`src/logic/ivm_pkg.sv`:
```
// Functional notes
// - vectors 80-255 only via software trap
// - vectors 64,65 reserved, no source, no level
// - vector 63 from delayed bit, last level
// - vector 46 shared: timer 3, oscillator wait
// - vector 57 shared: capture 1, serial tx
// - arbitrate by level, then vector number
package ivm_pkg;
  // ---------------------------------------------------------------
  // vector map constants
  // ---------------------------------------------------------------
  localparam int unsigned NUM_SRC        = 48;  // level registers 0..47
  localparam logic [7:0]  FIRST_HW_VEC   = 8'h10;
  localparam logic [7:0]  DELAY_VEC      = 8'h3f;
  localparam logic [7:0]  SHARED_TMR_VEC = 8'h2e;
  localparam logic [7:0]  SHARED_CAP_VEC = 8'h39;
  localparam logic [7:0]  RTOS_VEC_LO    = 8'h40;
  localparam logic [7:0]  RTOS_VEC_HI    = 8'h41;
  localparam logic [7:0]  TRAP_VEC_LO    = 8'h50;
  localparam logic [9:0]  TABLE_TOP_OFS  = 10'h3fc;
  localparam logic [4:0]  LEVEL_NONE     = 5'h1f; // lowest level, masks the source
  localparam logic [4:0]  LEVEL_RST      = 5'h1f;
  localparam logic [31:0] VBR_RST        = 32'h000ffc00;
  localparam int unsigned SHARED_TMR_IDX = 30;
  localparam int unsigned SHARED_CAP_IDX = 41;
  localparam int unsigned DELAY_IDX      = 47;

  typedef enum logic [1:0] {
    IVM_IDLE  = 2'b00,
    IVM_FETCH = 2'b01
  } ivm_state_t;
endpackage

```
`src/logic/ivm_addr.sv`:
```
`timescale 1ns/1ps
// ---------------------------------------------------------------
// vector fetch address former
// ---------------------------------------------------------------
module ivm_addr (
  input  wire logic [31:0] vector_base_register,
  input  wire logic [7:0]  vec,
  output logic      [31:0] fetch_addr
);
  import ivm_pkg::*;
  logic [9:0] ofs;
  // descending word offset as the vector number rises
  assign ofs        = TABLE_TOP_OFS - {vec, 2'b00};
  assign fetch_addr = vector_base_register + {22'h0, ofs};
endmodule // ivm_addr

```
`src/logic/ivm_top.sv`:
```
`timescale 1ns/1ps
module ivm_top (
  input  wire logic                         sys_clk,
  input  wire logic                         rst,
  input  wire logic [ivm_pkg::NUM_SRC-1:0]  src_req,
  input  wire logic                         timer3_req,
  input  wire logic                         osc_wait_req,
  input  wire logic                         capture1_req,
  input  wire logic                         serial4_tx_req,
  input  wire logic                         delay_set,
  input  wire logic                         delay_clear,
  input  wire logic [ivm_pkg::NUM_SRC*5-1:0] source_level_register,
  input  wire logic [31:0]                  vector_base_register,
  input  wire logic                         trap_valid,
  input  wire logic [7:0]                   trap_vec,
  output logic                              irq_valid,
  output logic      [4:0]                   irq_level,
  output logic      [7:0]                   irq_vec,
  output logic      [31:0]                  irq_fetch_addr,
  output logic                              trap_fetch_valid,
  output logic      [31:0]                  trap_fetch_addr,
  output logic                              delay_pending
);
  import ivm_pkg::*;

  // ---------------------------------------------------------------
  // behaviour at the cpu side
  // ---------------------------------------------------------------
  // every input but rst is taken at each rising edge of sys_clk and the
  // registered outputs show the result one cycle later; delay_set and
  // delay_clear reach the irq outputs one cycle after delay_pending.
  // irq_valid, irq_level, irq_vec and irq_fetch_addr follow the
  // pending requests on every cycle; they are levels, not pulses.
  // a source whose level field holds 31 never wins, so software can
  // mask a source by writing 31 into its level field.
  // on equal levels the lower vector number wins.
  // trap_fetch_valid is high for one cycle per cycle of trap_valid
  // whose vector is 80 or above; vectors below 80 are refused so
  // that the reserved entries 64..79 are never fetched by a trap.
  // while no request wins the address outputs rest at the fixed VBR_RST,
  // which is the table bottom only while vector_base_register holds it.
  // src_req bit 47 is not used: vector 63 comes from the delayed
  // bit, which software sets and clears through delay_set and
  // delay_clear; when both arrive in one cycle the set wins so a
  // task switch request is never lost.
  // vector 46 and vector 57 each merge two extra request lines into
  // one request that shares one level field.

  // ---------------------------------------------------------------
  // request gathering
  // ---------------------------------------------------------------
  logic [NUM_SRC-1:0] req;
  logic               next_delay_pending;

  genvar g;
  generate
    for (g = 0; g < NUM_SRC; g++) begin : g_req
      if (g == SHARED_TMR_IDX) begin : g_tmr
        assign req[g] = src_req[g] | timer3_req | osc_wait_req;
      end else if (g == SHARED_CAP_IDX) begin : g_cap
        assign req[g] = src_req[g] | capture1_req | serial4_tx_req;
      end else if (g == DELAY_IDX) begin : g_dly
        assign req[g] = delay_pending;
      end else begin : g_plain
        assign req[g] = src_req[g];
      end
    end
  endgenerate

  // delayed-interrupt bit: set wins over clear
  always_comb begin
    next_delay_pending = delay_pending;
    if (delay_clear) begin
      next_delay_pending = 1'b0;
    end
    if (delay_set) begin
      next_delay_pending = 1'b1;
    end
  end

  // ---------------------------------------------------------------
  // arbitration
  // ---------------------------------------------------------------
  function automatic logic [4:0] level_of(input logic [NUM_SRC*5-1:0] lv, input int i);
    level_of = lv[i*5 +: 5];
  endfunction

  logic [4:0] win_level;
  logic [7:0] win_vec;
  logic       win_any;

  // lower level value wins; scanning upward keeps the lower number on ties
  always_comb begin
    win_level = LEVEL_NONE;
    win_vec   = FIRST_HW_VEC;
    win_any   = 1'b0;
    for (int i = 0; i < NUM_SRC; i++) begin
      if (req[i] && level_of(source_level_register, i) < win_level) begin
        win_level = level_of(source_level_register, i);
        win_vec   = FIRST_HW_VEC + 8'(i);
        win_any   = 1'b1;
      end
    end
  end

  logic [31:0] win_addr;
  logic [31:0] trap_addr;

  ivm_addr u_irq_addr (
    .vector_base_register (vector_base_register),
    .vec                  (win_vec),
    .fetch_addr           (win_addr)
  );

  ivm_addr u_trap_addr (
    .vector_base_register (vector_base_register),
    .vec                  (trap_vec),
    .fetch_addr           (trap_addr)
  );

  // only trap vectors 80..255 are taken from the trap port; reserved ones refused
  function automatic logic trap_ok(input logic [7:0] v);
    trap_ok = (v >= TRAP_VEC_LO);
  endfunction

  // ---------------------------------------------------------------
  // output registers
  // ---------------------------------------------------------------
  logic        next_irq_valid;
  logic [4:0]  next_irq_level;
  logic [7:0]  next_irq_vec;
  logic [31:0] next_irq_fetch_addr;
  logic        next_trap_fetch_valid;
  logic [31:0] next_trap_fetch_addr;

  always_comb begin
    next_irq_valid        = win_any;
    next_irq_level        = win_any ? win_level : LEVEL_NONE;
    next_irq_vec          = win_any ? win_vec : 8'h00;
    next_irq_fetch_addr   = win_any ? win_addr : VBR_RST;
    next_trap_fetch_valid = trap_valid && trap_ok(trap_vec);
    next_trap_fetch_addr  = next_trap_fetch_valid ? trap_addr : VBR_RST;
  end

  always_ff @(posedge sys_clk or posedge rst) begin
    if (rst) begin
      irq_valid        <= 1'b0;
      irq_level        <= LEVEL_RST;
      irq_vec          <= 8'h00;
      irq_fetch_addr   <= VBR_RST;
      trap_fetch_valid <= 1'b0;
      trap_fetch_addr  <= VBR_RST;
      delay_pending    <= 1'b0;
    end else begin
      irq_valid        <= next_irq_valid;
      irq_level        <= next_irq_level;
      irq_vec          <= next_irq_vec;
      irq_fetch_addr   <= next_irq_fetch_addr;
      trap_fetch_valid <= next_trap_fetch_valid;
      trap_fetch_addr  <= next_trap_fetch_addr;
      delay_pending    <= next_delay_pending;
    end
  end
endmodule // ivm_top

```
`config.mk`:
```
export PLATFORM = sky130hd
export DESIGN_NAME = ivm_top
export DESIGN_NICKNAME = d
export VERILOG_FILES = /design/src/logic/ivm_pkg.sv /design/src/logic/ivm_addr.sv /design/src/logic/ivm_top.sv
export SDC_FILE = /design/constraint.sdc
export NUM_CORES = 1
export LEC_CHECK = 0
export BUFFER_PORTS_ARGS = -buffer_cell sky130_fd_sc_hd__buf_2
export CORE_UTILIZATION = 40
export DETAILED_ROUTE_END_ITERATION = 6
export SLEW_MARGIN = 20
export SYNTH_ARGS = -nofsm -noshare
export SYNTH_HDL_FRONTEND = slang
export SYNTH_HIERARCHICAL = 1
export SYNTH_SLANG_ARGS = --single-unit
```
`constraint.sdc`:
```
create_clock -name sys_clk -period 5.1 [get_ports sys_clk]
set_clock_uncertainty 0.2 [all_clocks]
set_input_delay 1.02 -clock sys_clk [delete_from_list [all_inputs] [get_ports sys_clk]]
set_output_delay 1.02 -clock sys_clk [all_outputs]
set_load 0.05 [all_outputs]
```
Word-level counts from Yosys, hierarchy flattened
Index checks and enable logic that the tools add are counted.

Memory bits (writable): 0. Memories: 0. Input port bits: 337. Register bits: 80. Output and inout bits: 80. Word-level logic and storage cells: 263. Bits in latches: 0. ROM bits: 0.

Reduce and logical (&&, ||, !) cells: 50. $add $sub $neg: 4. Equal/unequal tests: 0. Mux-type cells: 149. Shift-type cells: 0. Magnitude comparators: 49. Bitwise gates (word level): 4. Multipliers: 0. Div/mod/pow operators: 0.

Operators with widths (count): 8-bit two-way mux (47); 5-bit two-way mux (49); 5-bit less-than comparator (47); 32-bit by 10-bit adder with 32-bit output (2); 32-bit two-way mux (2); 1-bit two-way mux (51); 1-bit logical AND (49); 10-bit subtractor, first input constant (2); 8-bit by 7-bit greater-or-equal comparator with 1-bit output, second input constant (1); 5-bit less-than comparator, second input constant (1); 1-bit OR (4); 2-bit nonzero test (1).

Logic depth before layout (Yosys ltp)
Word-level depth: 147. Mapped depth: 408. Depth with buffers taken out: 391.

By module
Netlist, hierarchy kept.

Modules (own cells, without submodules): ivm_top (times used 1, area an instance 15187.1 sq um, cells each 2055, seq. area each 1983.2 sq um); ivm_addr (times used 2, area an instance 928.4 sq um, cells each 123, seq. area each 0.0 sq um).

Worst setup path before layout
OpenSTA, ideal clock, no wires.

Path kind: input to register. From: input port src_req[0] (netlist bit). To: register irq_fetch_addr[21]. Arrival time: 70140 ps. Stages: 371. Buffers on the path: 18. Setup time: 73 ps. Required time: 4827 ps. Setup slack: -65312 ps. Cells stage by stage: clkbuf_1 -> nor2b_1 -> ha_1 -> and2b_1 -> o311a_1 -> nor2_4 -> nor2_1 -> a21oi_1 -> inv_1 -> ha_1 -> and2_1 -> a311oi_1 -> nand2_1 -> a21o_1 -> a31oi_1 -> mux2i_1 -> ha_1 -> maj3_1 -> [335 not listed] -> mux2_1 -> ha_1 -> nor2b_1 -> o21ai_0 -> nand3b_1 -> a41oi_1 -> nand3b_1 -> a211o_1 -> or3_1 -> inv_1 -> ha_1 -> nand3_1 -> nor2_1 -> o21bai_1 -> buf_4 -> a2111oi_2 -> xor2_1 -> nor2b_1.

Longest elaborated chain between the ends: 146. Elaborated cells between the ends (all ways): 240. Those cells by class: add/sub: 2; order compare: 47; mux: 143; reduce/logical: 48.

Ends and longest elaborated chain: start, declared (RTL line ivm_top.sv:5) `input wire logic [ivm_pkg::NUM_SRC-1:0] src_req,`; 1-bit logical AND (*) (RTL line ivm_top.sv:98) `if (req[i] && level_of(source_level_register, i) < win_level) begin`; 5-bit two-way mux (*) (RTL line ivm_top.sv:98); 5-bit less-than comparator (RTL line ivm_top.sv:98); 1-bit logical AND (RTL line ivm_top.sv:98); 5-bit two-way mux (*) (RTL line ivm_top.sv:98); 5-bit less-than comparator (RTL line ivm_top.sv:98); 1-bit logical AND (RTL line ivm_top.sv:98); 5-bit two-way mux (*) (RTL line ivm_top.sv:98); [133 not listed]; 1-bit logical AND (RTL line ivm_top.sv:98); 8-bit two-way mux (*) (RTL line ivm_top.sv:98); via win_vec[4] (RTL line ivm_top.sv:89) `logic [7:0] win_vec;`; 10-bit subtractor (*) (RTL line ivm_addr.sv:13) `assign ofs = TABLE_TOP_OFS - {vec, 2'b00};`; 32-bit by 10-bit adder with 32-bit output (*) (RTL line ivm_addr.sv:14) `assign fetch_addr = vector_base_register + {22'h0, ofs};`; via win_addr[21] (RTL line ivm_top.sv:106) `logic [31:0] win_addr;`; 32-bit two-way mux (*) (RTL line ivm_top.sv:140) `next_irq_fetch_addr = win_any ? win_addr : VBR_RST;`; via next_irq_fetch_addr[21] (RTL line ivm_top.sv:132) `logic [31:0] next_irq_fetch_addr;`; end signal, assigned (RTL line ivm_top.sv:158) `irq_fetch_addr <= next_irq_fetch_addr;`; end, declared (RTL line ivm_top.sv:19) `output logic [31:0] irq_fetch_addr,`.

The timed path passes the listed nets; every way through them passes the cells marked *. A chain may end at the register's enable or synchronous reset.

Worst setup path in the final report
From: input port source_level_register[4] (netlist bit). To: register irq_fetch_addr[20].

Longest elaborated chain between the ends: 147. Elaborated cells between the ends (all ways): 241. Those cells by class: add/sub: 2; order compare: 48; mux: 143; reduce/logical: 48.

Ends and longest elaborated chain: start, declared (RTL line ivm_top.sv:12) `input wire logic [ivm_pkg::NUM_SRC*5-1:0] source_level_register,`; 5-bit less-than comparator (RTL line ivm_top.sv:98); 1-bit logical AND (RTL line ivm_top.sv:98); 5-bit two-way mux (*) (RTL line ivm_top.sv:98); 5-bit less-than comparator (RTL line ivm_top.sv:98); 1-bit logical AND (RTL line ivm_top.sv:98); 5-bit two-way mux (*) (RTL line ivm_top.sv:98); 5-bit less-than comparator (RTL line ivm_top.sv:98); 1-bit logical AND (RTL line ivm_top.sv:98); [134 not listed]; 1-bit logical AND (RTL line ivm_top.sv:98); 8-bit two-way mux (*) (RTL line ivm_top.sv:98); via win_vec[4] (RTL line ivm_top.sv:89); 10-bit subtractor (*) (RTL line ivm_addr.sv:13); 32-bit by 10-bit adder with 32-bit output (*) (RTL line ivm_addr.sv:14); via win_addr[20] (RTL line ivm_top.sv:106); 32-bit two-way mux (*) (RTL line ivm_top.sv:140); via next_irq_fetch_addr[20] (RTL line ivm_top.sv:132).

Marks and branches as above.

==> summary.txt <==
synth top area cells -> dfrtp_1 7.8%, ha_1 7.5%, nor2_1 4.8%
largest family of logic cells by synthesized area -> compound AO/OA/AOI/OAI gates
asr flop ratio synth -> 1.00
Worst Reg-to-Reg Cells -> 16
Post-synth EDFFs -> 0
critical path's top delay family -> compound AO/OA/AOI/OAI gates
I/O Buffers -> 413
CP required -> 5.17 ns
slowest cell on the critical path -> or4_4
RSZ-0062 raised after global routing -> true
final worst path period need -> 64.53 ns
Final Max Slew Viols -> 0
violated checks -> DRC, setup timing
pin count of the biggest net entering global routing -> 47
ys flop type -> dfrtp_1
CORE AREA -> 0.0419 sq mm
initial DRC count -> 1696
Hold Worst Slack -> 0.370 ns
Mean Syn Cell Area -> 7.41 sq um
vias in the first global route -> 24.8k
worst-margin pin slew -> 1.03 ns
final instance area -> 0.0324 sq mm
Clk Latency, worst-skew pair -> 0.34 ns
FF+latch count, synth -> 78
CTS tree -> done
Setup WS post-layout -> -59.43 ns
cell area after synthesis -> 0.0170 sq mm
row count -> 75
initial antenna violation count -> 51
Synth Area in Adders -> 0.0990
I/O pin count -> 417
CP Capture Type -> flip-flop
hpwl dp -> 60000 microns
Yosys top cell area share -> 0.0778
first-pass GRT wire length -> 121000 microns
clk slew on worst S/H paths -> 0.06 ns
setup violators final -> 44
Vias -> 25.2k
Highest Clock Rate -> 15.5 MHz
Post-Synth Simple-Gate Area -> 0.285
gr ovfl total -> 0
Num CTS Buffers -> 9
YS warnings -> 6
Slew headroom -> 0.316
Worst Path Max Fanout -> 7
H-tree level count -> 3
Hold Vio Cnt, Final -> 0
Compound-Gate Fraction of Synth Area -> 0.347
CP peak stage delay -> 0.55 ns
post-synthesis sequential area ratio -> 0.116
Crit Path Category -> input port to flip-flop
crit path buf inv count -> 48
crit path launch type -> input port
total routed wirelength -> 80400 microns
post-place setup slack -> -60.24 ns
routability congestion estimate -> 0.994
DP Area -> 0.0281 sq mm
die width -> 208 microns
post-route antenna net violation count -> 0
hold_buf cts -> 0
CP dominant cell by count -> ha_4
clock tree buffer depth -> 2
P&R area growth vs syn -> 90.3%
XOR/XNOR Fraction of Synth Area -> 0.0370
synth unique cells -> 143
drt pass-1 iters -> 7
Levels on crit path -> 368
Initial Util -> 0.406
Worst Hold Path Cells -> 1
layout cells sized above 1 -> 0.589
clk sinks -> 78
fin crit share -> 12.7
crit path DAT -> 64.60 ns
root cell of the clock tree -> clkbuf_16
post-synthesis mux area share -> 0.0616
outcome -> complete, but fails checks
cell count after synthesis -> 2301
DIE AREA -> 0.0434 sq mm
Post-route DRC -> 2
Hold Crit Class -> flip-flop to flip-flop
WL per Instance -> 17.9 microns
Nets -> 4340
via/cell ratio -> 5.61
max-cap violations -> 0
Die H -> 208 microns
Total Routing Usage GR -> 0.334
Yosys top cell by area -> dfrtp_1
-- state kept, by name, indices dropped and copies added, names as in the netlist --
name	count
delay_pending	1
irq_level	5
irq_fetch_addr	32
trap_fetch_addr	32
irq_vec	6
irq_valid	1
trap_fetch_valid	1
-- synth_stat cells (18+ instances only) --
| library cell | n |
|---|---|
| and2_1 | 57 |
| xor2_1 | 42 |
| or3_1 | 21 |
| nand2b_1 | 65 |
| mux2_2 | 19 |
| dfrtp_1 | 53 |
| a211o_1 | 18 |
| ha_1 | 102 |
| o21ai_1 | 22 |
| inv_1 | 163 |
| or2b_1 | 18 |
| nand3_1 | 78 |
| maj3_1 | 36 |
| nor3_1 | 69 |
| a21o_1 | 35 |
| a21oi_1 | 162 |
| dfstp_2 | 25 |
| mux2i_1 | 66 |
| nand2_1 | 174 |
| o21ai_0 | 118 |
| a211oi_1 | 26 |
| nor2_1 | 217 |
| nor2b_1 | 39 |
| a31oi_1 | 27 |
| and3_1 | 27 |
| xnor2_1 | 30 |
| nor4_1 | 20 |
| o211ai_1 | 31 |
| buf_4 | 20 |
| or2_2 | 36 |
| o21a_1 | 26 |
-- per-stage QoR --
step / cells / TNS (ns) / util
2_1_floorplan: 2304 / -2605.41 / -
5_1_grt: 4473 / -2721.04 / 0.773
3_5_place_dp: 4181 / -2621.65 / 0.671
4_1_cts: 4353 / -2520.01 / 0.730
3_3_place_gp: 4181 / -2525.80 / 0.671
6_report: 4482 / -2589.09 / 0.773
-- cells in the final DEF (no fill, tap or decap), types with 54 or more instances in the layout --
cell type,instances
inv_1,120
nand3_1,58
a21oi_1,106
buf_4,1177
nand2_1,151
o21ai_0,84
nor2_1,178
nor3_1,57
buf_2,410
ha_4,54
-- worst paths after layout --
check                                          start                      endpoint  slack, ns
max                         source_level_register[4]  irq_fetch_addr[20]$_DFF_PP0_     -59.43
min                        delay_pending$_DFFE_PP0P_     delay_pending$_DFFE_PP0P_       0.37
max reg2reg                delay_pending$_DFFE_PP0P_  irq_fetch_addr[20]$_DFF_PP0_       1.76
min reg2reg                delay_pending$_DFFE_PP0P_     delay_pending$_DFFE_PP0P_       0.37
max in group asynchronous                        rst  irq_fetch_addr[10]$_DFF_PP1_       2.97
min in group asynchronous                        rst          irq_vec[4]$_DFF_PP0_       0.71
-- layer usage --
metal / vias to the layer above / GRT usage / share of wire
li1: 11916 / - / -
met1: 11955 / 0.382 / 0.39
met2: 970 / 0.617 / 0.50
met3: 287 / 0.0519 / 0.062
met4: 26 / 0.127 / 0.041
met5: - / 0 / 0.0020
-- timing repair --
item                       in CTS  in global routing
resized for setup             217                214
buffers inserted              154                 98
pin swaps                     259                280
cloned                          4                  2
setup endpoints to repair      44                 44
-- cells by family after synthesis --
kind of cell | count (synthesis)
AO/OA/AOI/OAI | 775
XOR/XNOR | 72
adder cells (fa/ha/maj) | 141
flip-flops | 78
other | 1
multiplexers | 98
AND/OR/NAND/NOR | 926
buffers and inverters | 210
-- final cells by class --
type	instances	area, sq um
fill	2948	9500
antenna	39	97.6
multi-input combinational	2016	17300
inverter	164	633
clock inverter	7	80.1
sequential	78	1980
clock buffer	9	225
tap	539	674
timing repair buffer	1630	11500
Power is left out: the tool's default activity adds up to more than one toggle a clock period on the data nets, which glitch-free logic cannot reach.
